[src/pkg/l2_event_pkg.sv]
package l2_event_pkg;
    // --------------------------------------------------------------
    // Register offsets
    // --------------------------------------------------------------
    localparam logic [7:0] ctrl_addr = 8'h00;
    localparam logic [7:0] count_addr = 8'h04;
    localparam logic [7:0] status_addr = 8'h08;
    localparam logic [31:0] ctrl_reset = 32'h0000_0000;
    localparam logic [31:0] count_reset = 32'h0000_0000;
    // --------------------------------------------------------------
    // Control fields
    // --------------------------------------------------------------
    localparam int code_lsb = 0;
    localparam int umask_lsb = 8;
    localparam int enable_bit = 16;
    // --------------------------------------------------------------
    // Status fields
    // --------------------------------------------------------------
    localparam int stat_valid_bit = 0;
    localparam int stat_simd_bit = 1;
    localparam int stat_load_bit = 2;
    // --------------------------------------------------------------
    // Qualifier fields inside the unit mask
    // --------------------------------------------------------------
    localparam int core_lsb = 6;
    localparam int pf_lsb = 4;
    localparam int mesi_lsb = 0;
    localparam logic [1:0] core_self = 2'h1;
    localparam logic [1:0] core_all = 2'h3;
    localparam logic [1:0] pf_demand = 2'h0;
    localparam logic [1:0] pf_only = 2'h1;
    localparam logic [1:0] pf_both = 2'h3;
    // --------------------------------------------------------------
    // Event codes and masks
    // --------------------------------------------------------------
    localparam logic [7:0] code_forward = 8'h19;
    localparam logic [7:0] mask_simd = 8'h01;
    localparam logic [7:0] mask_load = 8'h02;
    localparam logic [7:0] code_addr_bus = 8'h21;
    localparam logic [7:0] code_data_bus = 8'h23;
    localparam logic [7:0] code_alloc = 8'h24;
    localparam logic [7:0] code_dirty_fill = 8'h25;
    localparam logic [7:0] code_evict = 8'h26;
    localparam logic [7:0] code_dirty_evict = 8'h27;
    localparam logic [7:0] code_ifetch = 8'h28;
    localparam logic [2:0] src_none = 3'h7;
    localparam int num_sources = 7;
    localparam int forward_stall_cycles = 1;
endpackage

[src/logic/core_l2_event_selector.sv]
// The address map and register access over APB are this design's own decisions.
module core_l2_event_selector #(
    parameter int num_cores = 2
) (
    input wire logic pclk,
    input wire logic presetn,
    input wire logic psel,
    input wire logic penable,
    input wire logic pwrite,
    input wire logic [7:0] paddr,
    input wire logic [31:0] pwdata,
    output logic [31:0] prdata,
    output logic pready,
    output logic pslverr,
    input wire logic simd_forward,
    input wire logic load_forward,
    input wire logic load_penalty_cond,
    input wire logic [num_cores-1:0] addr_bus_busy,
    input wire logic [num_cores-1:0] read_data_busy,
    input wire logic [num_cores-1:0] alloc_valid,
    input wire logic [num_cores-1:0] alloc_prefetch,
    input wire logic [num_cores-1:0] dirty_fill,
    input wire logic [num_cores-1:0] evict_valid,
    input wire logic [num_cores-1:0] evict_prefetch,
    input wire logic [num_cores-1:0] evict_dirty,
    input wire logic [num_cores-1:0] ifetch_req,
    input wire logic [num_cores-1:0] ifetch_uncacheable,
    input wire logic [num_cores-1:0] ifetch_tlb_miss,
    input wire logic [4*num_cores-1:0] ifetch_line_state,
    output logic simd_forward_penalty_event,
    output logic load_stall,
    output logic inc_pulse,
    output logic [$clog2(num_cores+1)-1:0] inc_amount
);
    localparam int cnt_w = $clog2(num_cores + 1);

    // --------------------------------------------------------------
    // Parameter check
    // --------------------------------------------------------------
    if (num_cores < 1 || num_cores > 8) begin : g_bad_cores
        $error("num_cores must be 1 to 8");
    end

    // --------------------------------------------------------------
    // Decoding
    // --------------------------------------------------------------
    function automatic logic [2:0] source_index(input logic [7:0] code);
        case (code)
            l2_event_pkg::code_addr_bus: source_index = 3'h0;
            l2_event_pkg::code_data_bus: source_index = 3'h1;
            l2_event_pkg::code_alloc: source_index = 3'h2;
            l2_event_pkg::code_dirty_fill: source_index = 3'h3;
            l2_event_pkg::code_evict: source_index = 3'h4;
            l2_event_pkg::code_dirty_evict: source_index = 3'h5;
            l2_event_pkg::code_ifetch: source_index = 3'h6;
            default: source_index = l2_event_pkg::src_none;
        endcase
    endfunction

    function automatic logic is_mapped(input logic [7:0] addr);
        is_mapped = addr == l2_event_pkg::ctrl_addr ||
                    addr == l2_event_pkg::count_addr ||
                    addr == l2_event_pkg::status_addr;
    endfunction

    // --------------------------------------------------------------
    // State
    // --------------------------------------------------------------
    logic [31:0] ctrl_r;
    logic [31:0] ctrl_nxt;
    logic [31:0] count_r;
    logic [31:0] count_nxt;
    logic [31:0] prdata_r;
    logic [31:0] prdata_nxt;
    logic pslverr_r;
    logic pslverr_nxt;
    logic inc_pulse_r;
    logic inc_pulse_nxt;
    logic [cnt_w-1:0] inc_r;
    logic [cnt_w-1:0] inc_nxt;

    logic [7:0] code;
    logic [7:0] umask;
    logic enable;
    logic setup;
    logic wr_access;
    logic [2:0] src;
    logic sel_known;
    logic [cnt_w-1:0] src_hits [l2_event_pkg::num_sources];
    logic [num_cores-1:0] src_evt [l2_event_pkg::num_sources];
    logic [num_cores-1:0] src_pf [l2_event_pkg::num_sources];
    logic [num_cores-1:0] fetch_ok;
    logic [cnt_w-1:0] selected;

    assign code = ctrl_r[l2_event_pkg::code_lsb +: 8];
    assign umask = ctrl_r[l2_event_pkg::umask_lsb +: 8];
    assign enable = ctrl_r[l2_event_pkg::enable_bit];
    assign setup = psel && !penable;
    assign wr_access = psel && penable && pwrite && is_mapped(paddr);
    assign src = source_index(code);

    // --------------------------------------------------------------
    // Forwarding penalty stalls
    // --------------------------------------------------------------
    forward_penalty u_forward (
        .pclk(pclk),
        .presetn(presetn),
        .simd_forward(simd_forward),
        .load_forward(load_forward),
        .load_penalty_cond(load_penalty_cond),
        .simd_forward_penalty_event(simd_forward_penalty_event),
        .load_stall(load_stall)
    );

    // --------------------------------------------------------------
    // Cache event sources
    // --------------------------------------------------------------
    assign fetch_ok = ifetch_req & ~ifetch_uncacheable & ~ifetch_tlb_miss;

    always_comb begin
        src_pf[0] = '0;
        src_pf[1] = '0;
        src_pf[2] = alloc_prefetch;
        src_pf[3] = '0;
        src_pf[4] = evict_prefetch;
        src_pf[5] = evict_prefetch;
        src_pf[6] = '0;
        src_evt[0] = addr_bus_busy;
        src_evt[1] = read_data_busy;
        src_evt[2] = alloc_valid;
        src_evt[3] = dirty_fill;
        src_evt[4] = evict_valid;
        src_evt[5] = evict_valid & evict_dirty;
        src_evt[6] = fetch_ok;
    end

    for (genvar s = 0; s < l2_event_pkg::num_sources; s++) begin : g_src
        qual_filter #(
            .num_cores(num_cores),
            .cnt_w(cnt_w)
        ) u_filter (
            .umask(umask),
            .use_pf(s == 2 || s == 4 || s == 5),
            .use_mesi(s == 6),
            .evt(src_evt[s]),
            .pf(src_pf[s]),
            .state(ifetch_line_state),
            .hits(src_hits[s])
        );
    end

    // --------------------------------------------------------------
    // Event selection
    // --------------------------------------------------------------
    always_comb begin
        selected = '0;
        sel_known = 1'b0;
        if (code == l2_event_pkg::code_forward) begin
            if (umask == l2_event_pkg::mask_simd) begin
                selected = cnt_w'(simd_forward_penalty_event);
                sel_known = 1'b1;
            end else if (umask == l2_event_pkg::mask_load) begin
                selected = cnt_w'(load_stall);
                sel_known = 1'b1;
            end
        end else if (src != l2_event_pkg::src_none) begin
            selected = src_hits[src];
            sel_known = 1'b1;
        end
    end

    always_comb begin
        inc_nxt = enable ? selected : '0;
        inc_pulse_nxt = enable && selected != '0;
    end

    // --------------------------------------------------------------
    // Registers over APB
    // --------------------------------------------------------------
    always_comb begin
        ctrl_nxt = ctrl_r;
        count_nxt = count_r + 32'(inc_r);
        if (wr_access && paddr == l2_event_pkg::ctrl_addr) begin
            ctrl_nxt = pwdata;
        end
        if (wr_access && paddr == l2_event_pkg::count_addr) begin
            count_nxt = pwdata + 32'(inc_r);
        end
    end

    always_comb begin
        prdata_nxt = prdata_r;
        pslverr_nxt = pslverr_r;
        if (setup) begin
            pslverr_nxt = !is_mapped(paddr);
            prdata_nxt = '0;
            if (!pwrite) begin
                case (paddr)
                    l2_event_pkg::ctrl_addr: prdata_nxt = ctrl_r;
                    l2_event_pkg::count_addr: prdata_nxt = count_r;
                    l2_event_pkg::status_addr: begin
                        prdata_nxt[l2_event_pkg::stat_valid_bit] = sel_known;
                        prdata_nxt[l2_event_pkg::stat_simd_bit] =
                            simd_forward_penalty_event;
                        prdata_nxt[l2_event_pkg::stat_load_bit] = load_stall;
                    end
                    default: prdata_nxt = '0;
                endcase
            end
        end
    end

    always_ff @(posedge pclk or negedge presetn) begin
        if (!presetn) begin
            ctrl_r <= l2_event_pkg::ctrl_reset;
            count_r <= l2_event_pkg::count_reset;
            prdata_r <= '0;
            pslverr_r <= 1'b0;
            inc_r <= '0;
            inc_pulse_r <= 1'b0;
        end else begin
            ctrl_r <= ctrl_nxt;
            count_r <= count_nxt;
            prdata_r <= prdata_nxt;
            pslverr_r <= pslverr_nxt;
            inc_r <= inc_nxt;
            inc_pulse_r <= inc_pulse_nxt;
        end
    end

    assign prdata = prdata_r;
    assign pready = 1'b1;
    assign pslverr = pslverr_r;
    assign inc_pulse = inc_pulse_r;
    assign inc_amount = inc_r;
endmodule

[src/logic/forward_penalty.sv]
module forward_penalty (
    input wire logic pclk,
    input wire logic presetn,
    input wire logic simd_forward,
    input wire logic load_forward,
    input wire logic load_penalty_cond,
    output logic simd_forward_penalty_event,
    output logic load_stall
);
    logic simd_stall_r;
    logic simd_stall_nxt;
    logic load_stall_r;
    logic load_stall_nxt;

    // --------------------------------------------------------------
    // One stall cycle after each SIMD forward and after each load forward with load_penalty_cond
    // --------------------------------------------------------------
    always_comb begin
        simd_stall_nxt = simd_forward;
        load_stall_nxt = load_forward && load_penalty_cond;
    end

    always_ff @(posedge pclk or negedge presetn) begin
        if (!presetn) begin
            simd_stall_r <= 1'b0;
            load_stall_r <= 1'b0;
        end else begin
            simd_stall_r <= simd_stall_nxt;
            load_stall_r <= load_stall_nxt;
        end
    end

    assign simd_forward_penalty_event = simd_stall_r;
    assign load_stall = load_stall_r;
endmodule

[src/logic/qual_filter.sv]
module qual_filter #(
    parameter int num_cores = 2,
    parameter int cnt_w = 2
) (
    input wire logic [7:0] umask,
    input wire logic use_pf,
    input wire logic use_mesi,
    input wire logic [num_cores-1:0] evt,
    input wire logic [num_cores-1:0] pf,
    input wire logic [4*num_cores-1:0] state,
    output logic [cnt_w-1:0] hits
);
    logic [1:0] core_sel;
    logic [1:0] pf_sel;
    logic [3:0] mesi_sel;
    logic [num_cores-1:0] pass;

    assign core_sel = umask[l2_event_pkg::core_lsb +: 2];
    assign pf_sel = umask[l2_event_pkg::pf_lsb +: 2];
    assign mesi_sel = umask[l2_event_pkg::mesi_lsb +: 4];

    // --------------------------------------------------------------
    // Per-core qualification
    // --------------------------------------------------------------
    for (genvar c = 0; c < num_cores; c++) begin : g_core
        logic core_ok;
        logic pf_ok;
        logic mesi_ok;
        assign core_ok = (core_sel == l2_event_pkg::core_all) ||
                         (core_sel == l2_event_pkg::core_self && c == 0);
        assign pf_ok = !use_pf || pf_sel == l2_event_pkg::pf_both ||
                       (pf_sel == l2_event_pkg::pf_only && pf[c]) ||
                       (pf_sel == l2_event_pkg::pf_demand && !pf[c]);
        assign mesi_ok = !use_mesi || |(state[4*c +: 4] & mesi_sel);
        assign pass[c] = evt[c] && core_ok && pf_ok && mesi_ok;
    end

    always_comb begin
        hits = '0;
        for (int i = 0; i < num_cores; i++) begin
            hits = hits + cnt_w'(pass[i]);
        end
    end
endmodule

[config.mk]
export PLATFORM = sky130hd
export DESIGN_NAME = core_l2_event_selector
export DESIGN_NICKNAME = d
export VERILOG_FILES = /design/src/pkg/l2_event_pkg.sv /design/src/logic/core_l2_event_selector.sv /design/src/logic/forward_penalty.sv /design/src/logic/qual_filter.sv
export SDC_FILE = /design/constraint.sdc
export NUM_CORES = 1
export LEC_CHECK = 0
export BUFFER_PORTS_ARGS = -buffer_cell sky130_fd_sc_hd__buf_2
export CELL_PAD_IN_SITES_DETAIL_PLACEMENT = 0
export CELL_PAD_IN_SITES_GLOBAL_PLACEMENT = 1
export CORE_ASPECT_RATIO = 0.75
export CORE_MARGIN = 10
export CORE_UTILIZATION = 48
export CTS_BUF_LIST = sky130_fd_sc_hd__clkbuf_4 sky130_fd_sc_hd__clkbuf_8
export DETAILED_ROUTE_END_ITERATION = 6
export GPL_TIMING_DRIVEN = 0
export PLACE_DENSITY = 0.95
export RECOVER_POWER = 25
export SKIP_LAST_GASP = 1
export SLEW_MARGIN = 20
export SYNTH_ARGS = -nofsm -noshare
export SYNTH_HDL_FRONTEND = slang
export SYNTH_HIERARCHICAL = 1
export SYNTH_SLANG_ARGS = --single-unit
[constraint.sdc]
create_clock -name pclk -period 4.1 [get_ports pclk]
set_clock_uncertainty 0.05 [all_clocks]
set_input_delay 0.41 -clock pclk [delete_from_list [all_inputs] [get_ports pclk]]
set_output_delay 0.41 -clock pclk [all_outputs]
set_load 0.02 [all_outputs]
==> results of run 1 <==
flip-flops by register name (all words and copies together), names as in the netlist:
name	cells
ctrl_r	32
inc_pulse	1
inc_amount	2
pslverr	1
u_forward/load_stall	1
prdata	32
count_r	32
u_forward/simd_forward_penalty_event	1
layout make-up:
class | instances | area share
Buffer | 31 | 0.0196
Clock buffer | 9 | 0.0166
Clock inverter | 7 | 0.0111
Inverter | 5 | 0.00251
Multi-Input combinational cell | 555 | 0.501
Sequential cell | 102 | 0.342
Tap cell | 171 | 0.0287
Timing Repair Buffer | 116 | 0.0783
layer usage:
metal / share of wire / global-route usage
met5: 0 / 0
met4: 0.012 / 0.0464
met3: 0.069 / 0.0446
met2: 0.47 / 0.324
met1: 0.45 / 0.279
cell usage after synthesis, drive strengths merged, types with 2 or more instances:
master / instances
xnor2: 33
nor3: 12
xor2: 24
nand3b: 2
a222oi: 14
conb: 2
nor2: 30
a311o: 2
inv: 5
a31oi: 17
and3: 11
and4: 6
nand2: 89
ha: 9
mux2i: 33
nand3: 36
a21oi: 22
nand2b: 3
nand4: 13
nor4: 3
a21o: 3
o21ai: 37
a21boi: 15
and2: 7
nor3b: 5
or4: 4
or4b: 3
o41ai: 3
nor4b: 2
a22oi: 29
nand4b: 4
mux2: 34
nor2b: 2
or2: 2
buf: 17
dfrtp: 102
clkbuf: 15
o22ai: 2
cells by family (layout without fill, tap and decap cells):
| family | count (synthesis) | in the layout |
|---|---|---|
| and+or+nand+nor | 236 | 236 |
| AOI/OAI and AO/OA | 148 | 148 |
| DFF | 102 | 102 |
| muxes | 67 | 67 |
| xor gates and xnor gates | 57 | 57 |
| buffers and inverters | 37 | 168 |
| adders and majority gates | 10 | 10 |
| other | 2 | 37 |
path summary, 6_finish.rpt:
path / from / to / slack, ps / depth (start not counted)
setup / recovery: paddr[5] / count_r[10] / 220 / 16
hold / removal: simd_forward / u_forward/simd_forward_penalty_event / 80 / 1
setup reg to reg: ctrl_r[8] / inc_pulse / 1280 / 8
hold reg to reg: prdata[29] / prdata[29] / 430 / 2
max in group asynchronous: presetn / prdata[9] / 670 / 3
min in group asynchronous: presetn / prdata[28] / 740 / 2
timing repair:
item	4_1_cts	5_1_grt
setup endpoints to repair	0	6
hold endpoints to repair	23	0
hold buffers	1	0
gates resized for setup	0	2
worst max-delay path: stages:
cell and delay (ps):
buf_2 130, nor4_4 380, and3_1 260, buf_4 210
buf_2 280, buf_2 280, nand2_1 80, nand2_1 70
ha_1 190, fa_1 310, nand4_1 190, mux2i_1 560
buf_4 300, nand3_1 120, xor2_1 180, mux2i_1 100
through the flow:
stage          cell area [µm²]  power [mW]  worst slack [ps]  hold slack [ps]
2_1_floorplan             6440        1.12               632             64.4
3_3_place_gp              7230        1.22              -254              408
3_5_place_dp              7260        1.23              -312              230
4_1_cts                   7480        1.90               104             71.9
5_1_grt                   7460        1.95              30.3             76.3
6_report                  7460        1.88               220             81.0
power breakdown:
group / total, mW / switching, mW / internal (mW)
logic: 0.174 / 0.109 / 0.0650
clock network: 0.675 / 0.383 / 0.292
registers: 1.04 / 0.0180 / 1.02
total: 1.88 / 0.510 / 1.37
==> metrics.cfg, run 1 <==
[outcome]
status = complete, but fails checks
violations = DRC, capacitance limit, slew limit

[logic_synthesis]
synth-simple-area-share = 0.192
synth.cell_area_mm2 = 0.00631
muxShareOfSynthArea = 0.113
yosys-top-cells-area = dfrtp_1 (40%), mux2_2 (6.1%), nand2_1 (5.3%)
synth_seq_cells = 102
synth_xor_area_frac = 0.0791
synth_fa_ha_area_frac = 0.0210
synth_top_family_by_area = simple AND/OR/NAND/NOR gates
yosysSeqAreaShare = 0.404
syn_avg_cell_area_um2 = 9.58
synth_top_area_frac = 0.404
synth_edf_count = 0
syn_inst = 659
synth-main-ff-cell = dfrtp_1
yosys_warnings = 6
yosys.area.top_type = dfrtp_1
synth_compound_area_frac = 0.163
async_flop_share = 1.00
synth.distinct_cells = 57

[cells_and_area]
layout-drive-gt1-share = 0.233
seq_area_mm2 = 0.00255
final_common_cell = buf_2
multi_input_area_mm2 = 0.00374
syn_to_final_growth_pct = 18.2
most-common-layout-cells = buf_2 (122), dfrtp_1 (102), nand2_1 (89)
insertedDiodeCount = 0
final_cells = 996
post-route-util = 0.577
fillerInstances = 1133
nets = 908

[clock_network]
clk_pin_slew_worst_paths_ps = 110
cts.sinks = 102
clkLatencyLatePin_ps = 380
clockBufferDepth = 2
cts_tree = built
h-tree-depth = 3
cts_setup_buffers = 0
cts_made_buffers = 9
cts_root_buffer = clkbuf_8

[die]
dieArea_mm2 = 0.0182
rows = 36
die_w_um = 152
ios = 117
core_mm2 = 0.0129
fp.dieH_um = 119
initial_core_util = 0.488

[detailed_routing]
drtIter0Drc = 543
drt-total-wl_um = 19100
routed_via_density = 5.88
drtAntennaViolNets = 0
drc = 47
routedWlPerCell_um = 19.1
num_vias = 5853
drt_first_pass_iters = 7

[placed_design]
hpwlAfterDp_um = 14700
place_inst = 980
io_buffer_count = 114
place.gp.congestion = 0.892

[sta]
setup_tns_ps = 0
fin_crit_ps = 3880
finalCritPeriodShare = 0.946
tightest_slew_ps = 1990
rsz0062_at_grt = false
drv_slew = 80
worst_slew_margin_rel = -0.329
hold_viol_final = 0
setup_viol = 0
fmax_mhz = 258

[global_routing]
track_usage = 0.204
antenna_found_initial = 0
gr-total-overflow = 0
grt_pass1_wl_um = 30900
grt_pass1_vias = 5734
grt_max_degree = 80

[critical_path]
cp-end-kind = flip-flop
arrival_ps = 4070
crit_type = primary input to flip-flop
cp_max_fo = 10
required_ps = 4290
start_kind = primary input

[pwr]
power_leakage_nw = 3.42
peakVddDrop_uv = 165
power.density_mw_per_mm2 = 253

[flow_run]
maxCapViolCount = 1

[hold_path]
hold_path.class = primary input to flip-flop

Note: power is estimated with default switching activity, not from simulation.
==> run 2, diff against run 1 <==
BUFFER_PORTS_ARGS = not set   (was -buffer_cell sky130_fd_sc_hd__buf_2)
CORE_UTILIZATION = 55   (was 48)
DONT_BUFFER_PORTS = 1   (was not set)
==> run 2 against run 1 <==
Against the previous run: the flow finishes with violations (capacitance limit, slew limit); fmax decreased by 0.23%; flip-flop and latch count stayed put; cell count down 14%; critical path depth down 2; core utilization rose by 4.4 points; wire length shrank 3.0%; via count shrank 7.9%; register-to-register slack improved by 60 ps; non-clock buffer count down 112; global-route usage increased by 2.3 points; final area is 7.9% lower; combinational power down 41%; critical path type unchanged; critical endpoint is now count_r[31]; highest routed layer unchanged.
==> metrics.cfg, run 2 (same netlist as run 1, synthesis figures left out) <==
[global_routing]
grt_util_met2 = 0.333  ; was 0.324
antenna_found_initial = 0  ; unchanged
grt_use_met1 = 0.322  ; was 0.279
grt_busiest_layer = met2  ; unchanged
gr-total-overflow = 0  ; unchanged
track_usage = 0.227  ; was 0.204
grt_pass1_wl_um = 29500  ; was 30900 µm
grt_pass1_vias = 5311  ; was 5734
grt_max_degree = 103  ; was 80
grt_use_met3 = 0.0756  ; was 0.0446

[critical_path]
cp-end-kind = flip-flop  ; unchanged
start_kind = primary input  ; unchanged
cp_max_fo = 10  ; unchanged
arrival_ps = 4090  ; was 4070 ps
required_ps = 4300  ; was 4290 ps
crit_type = primary input to flip-flop  ; unchanged

[cells_and_area]
fillerInstances = 948  ; was 1133
layout-drive-gt1-share = 0.111  ; was 0.233
syn_to_final_growth_pct = 8.84  ; was 18.2%
insertedDiodeCount = 0  ; unchanged
most-common-layout-cells = dfrtp_1 (102), nand2_1 (89), o21ai_0 (37), conb_1 (37), nand3_1 (35)  ; was buf_2 (122), dfrtp_1 (102), nand2_1 (89)
final_common_cell = dfrtp_1  ; was buf_2
nets = 796  ; was 908

[detailed_routing]
drc = 0  ; was 47
num_vias = 5390  ; was 5853
routed_via_density = 6.32  ; was 5.88
drtAntennaViolNets = 0  ; unchanged
drt_first_pass_iters = 7  ; unchanged
drt-total-wl_um = 18500  ; was 19100 µm
routedWlPerCell_um = 21.7  ; was 19.1 µm
drtIter0Drc = 597  ; was 543

[die]
fp.dieH_um = 113  ; was 119 µm
rows = 33  ; was 36
ios = 117  ; unchanged
die_w_um = 144  ; was 152 µm
core_mm2 = 0.0111  ; was 0.0129 mm²
initial_core_util = 0.571  ; was 0.488
dieArea_mm2 = 0.0162  ; was 0.0182 mm²

[sta]
setup_tns_ps = 0  ; unchanged
fin_crit_ps = 3890  ; was 3880 ps
worst_slew_margin_rel = -0.651  ; was -0.329
drv_slew = 103  ; was 80
fmax_mhz = 257  ; was 258 MHz
finalCritPeriodShare = 0.949  ; was 0.946
hold_viol_final = 0  ; unchanged
setup_viol = 0  ; unchanged
rsz0062_at_grt = false  ; unchanged
tightest_slew_ps = 2480  ; was 1990 ps

[outcome]
violations = capacitance limit, slew limit  ; was DRC, capacitance limit, slew limit
status = complete, but fails checks  ; unchanged

[pwr]
peakVddDrop_uv = 194  ; was 165 µV
switchingPower_uw = 439  ; was 510 µW
power.density_mw_per_mm2 = 266  ; was 253 mW/mm²
intPower_mw = 1.39  ; was 1.37 mW
p_total_mw = 1.83  ; was 1.88 mW
pwr-share-comb = 0.056  ; was 0.092
clkPwrFrac = 0.377  ; was 0.358
p_seq_frac = 0.568  ; was 0.550
power_leakage_nw = 2.93  ; was 3.42 nW
swShare = 0.240  ; was 0.271

[clock_network]
cts_root_buffer = clkbuf_8  ; unchanged
clk_pin_slew_worst_paths_ps = 100  ; was 110 ps
cts_tree = built  ; unchanged
clockBufferDepth = 2  ; unchanged
h-tree-depth = 3  ; unchanged
cts.sinks = 102  ; unchanged
clkLatencyLatePin_ps = 370  ; was 380 ps
cts_made_buffers = 9  ; unchanged
cts_setup_buffers = 0  ; unchanged

[placed_design]
hpwlAfterDp_um = 14100  ; was 14700 µm
io_buffer_count = 0  ; was 114
place.gp.congestion = 0.912  ; was 0.892

[hold_path]
hold_path.class = primary input to flip-flop  ; unchanged

[flow_run]
maxCapViolCount = 1  ; unchanged

-- run 2: final cells by class --
| class | count | area (µm²) | share of cell area |
|---|---|---|---|
| Buffer | 32 | 150 | 0.0218 |
| Clock buffer | 12 | 165 | 0.0240 |
| Clock inverter | 4 | 52.6 | 0.00765 |
| Inverter | 5 | 18.8 | 0.00273 |
| Multi-Input combinational cell | 555 | 3730 | 0.543 |
| Sequential cell | 102 | 2550 | 0.371 |
| Tap cell | 140 | 175 | 0.0255 |
| Timing Repair Buffer | 3 | 25.0 | 0.00364 |
-- run 2: worst max-delay path, cell delays in order --
cell	delay, ps
buf_2	200
nor4b_2	340
nand3_2	230
buf_2	270
buf_1	330
nand2_1	170
nand2_1	100
ha_1	280
a21o_1	180
nand4_1	280
or4_1	700
o22ai_1	270
nand3_1	160
xor2_1	160
-- run 2: worst paths after layout --
kind                                  from                              endpoint  slack, ps  depth (start not counted)
worst max-delay path              paddr[2]                           count_r[31]        210                         14
worst min-delay path                pwrite                             prdata[2]         80                          1
worst max register to register  count_r[1]                           count_r[31]       1340                          9
worst min register to register  ctrl_r[22]                            ctrl_r[22]        460                          2
max in group asynchronous          presetn                             ctrl_r[9]       1240                          2
min in group asynchronous          presetn  u_forward/simd_forward_penalty_event       1280                          2
-- run 2: per-layer routing --
layer | vias up | wire [µm]
met5 | - | 0
met4 | 0 | 186
met3 | 24 | 1890
met2 | 242 | 8030
met1 | 2631 | 8390
li1 | 2493 | -
-- run 2: what timing repair did --
action                                  CTS  global route
endpoints found under the hold margin   102             1
hold buffers                              2             1
resized for setup                         0             1
endpoints found under the setup margin    0             3
-- run 2: power groups by stage --
| stage | Sequential, mW | Clock, mW | Combinational, mW |
|---|---|---|---|
| 4_1_cts | 1.04 | 0.697 | 0.104 |
| 3_5_place_dp | 1.06 | 0 | 0.0797 |
| 3_3_place_gp | 1.06 | 0 | 0.0774 |
| 5_1_grt | 1.04 | 0.739 | 0.116 |
| 6_report | 1.04 | 0.689 | 0.102 |
| 2_1_floorplan | 1.05 | 0 | 0.0661 |
-- run 2: through the flow --
stage          setup slack, ps  hold slack (ps)  area, µm²   util  std cells
6_report                   211             80.9       6870  0.621        853
5_1_grt                   5.87             67.7       6870  0.621        853
4_1_cts                    184             4.17       6880  0.621        852
3_5_place_dp              -219             67.5       6620  0.598        834
3_3_place_gp              -147             67.8       6620  0.598        834
2_1_floorplan              632             64.4       6440      -        694
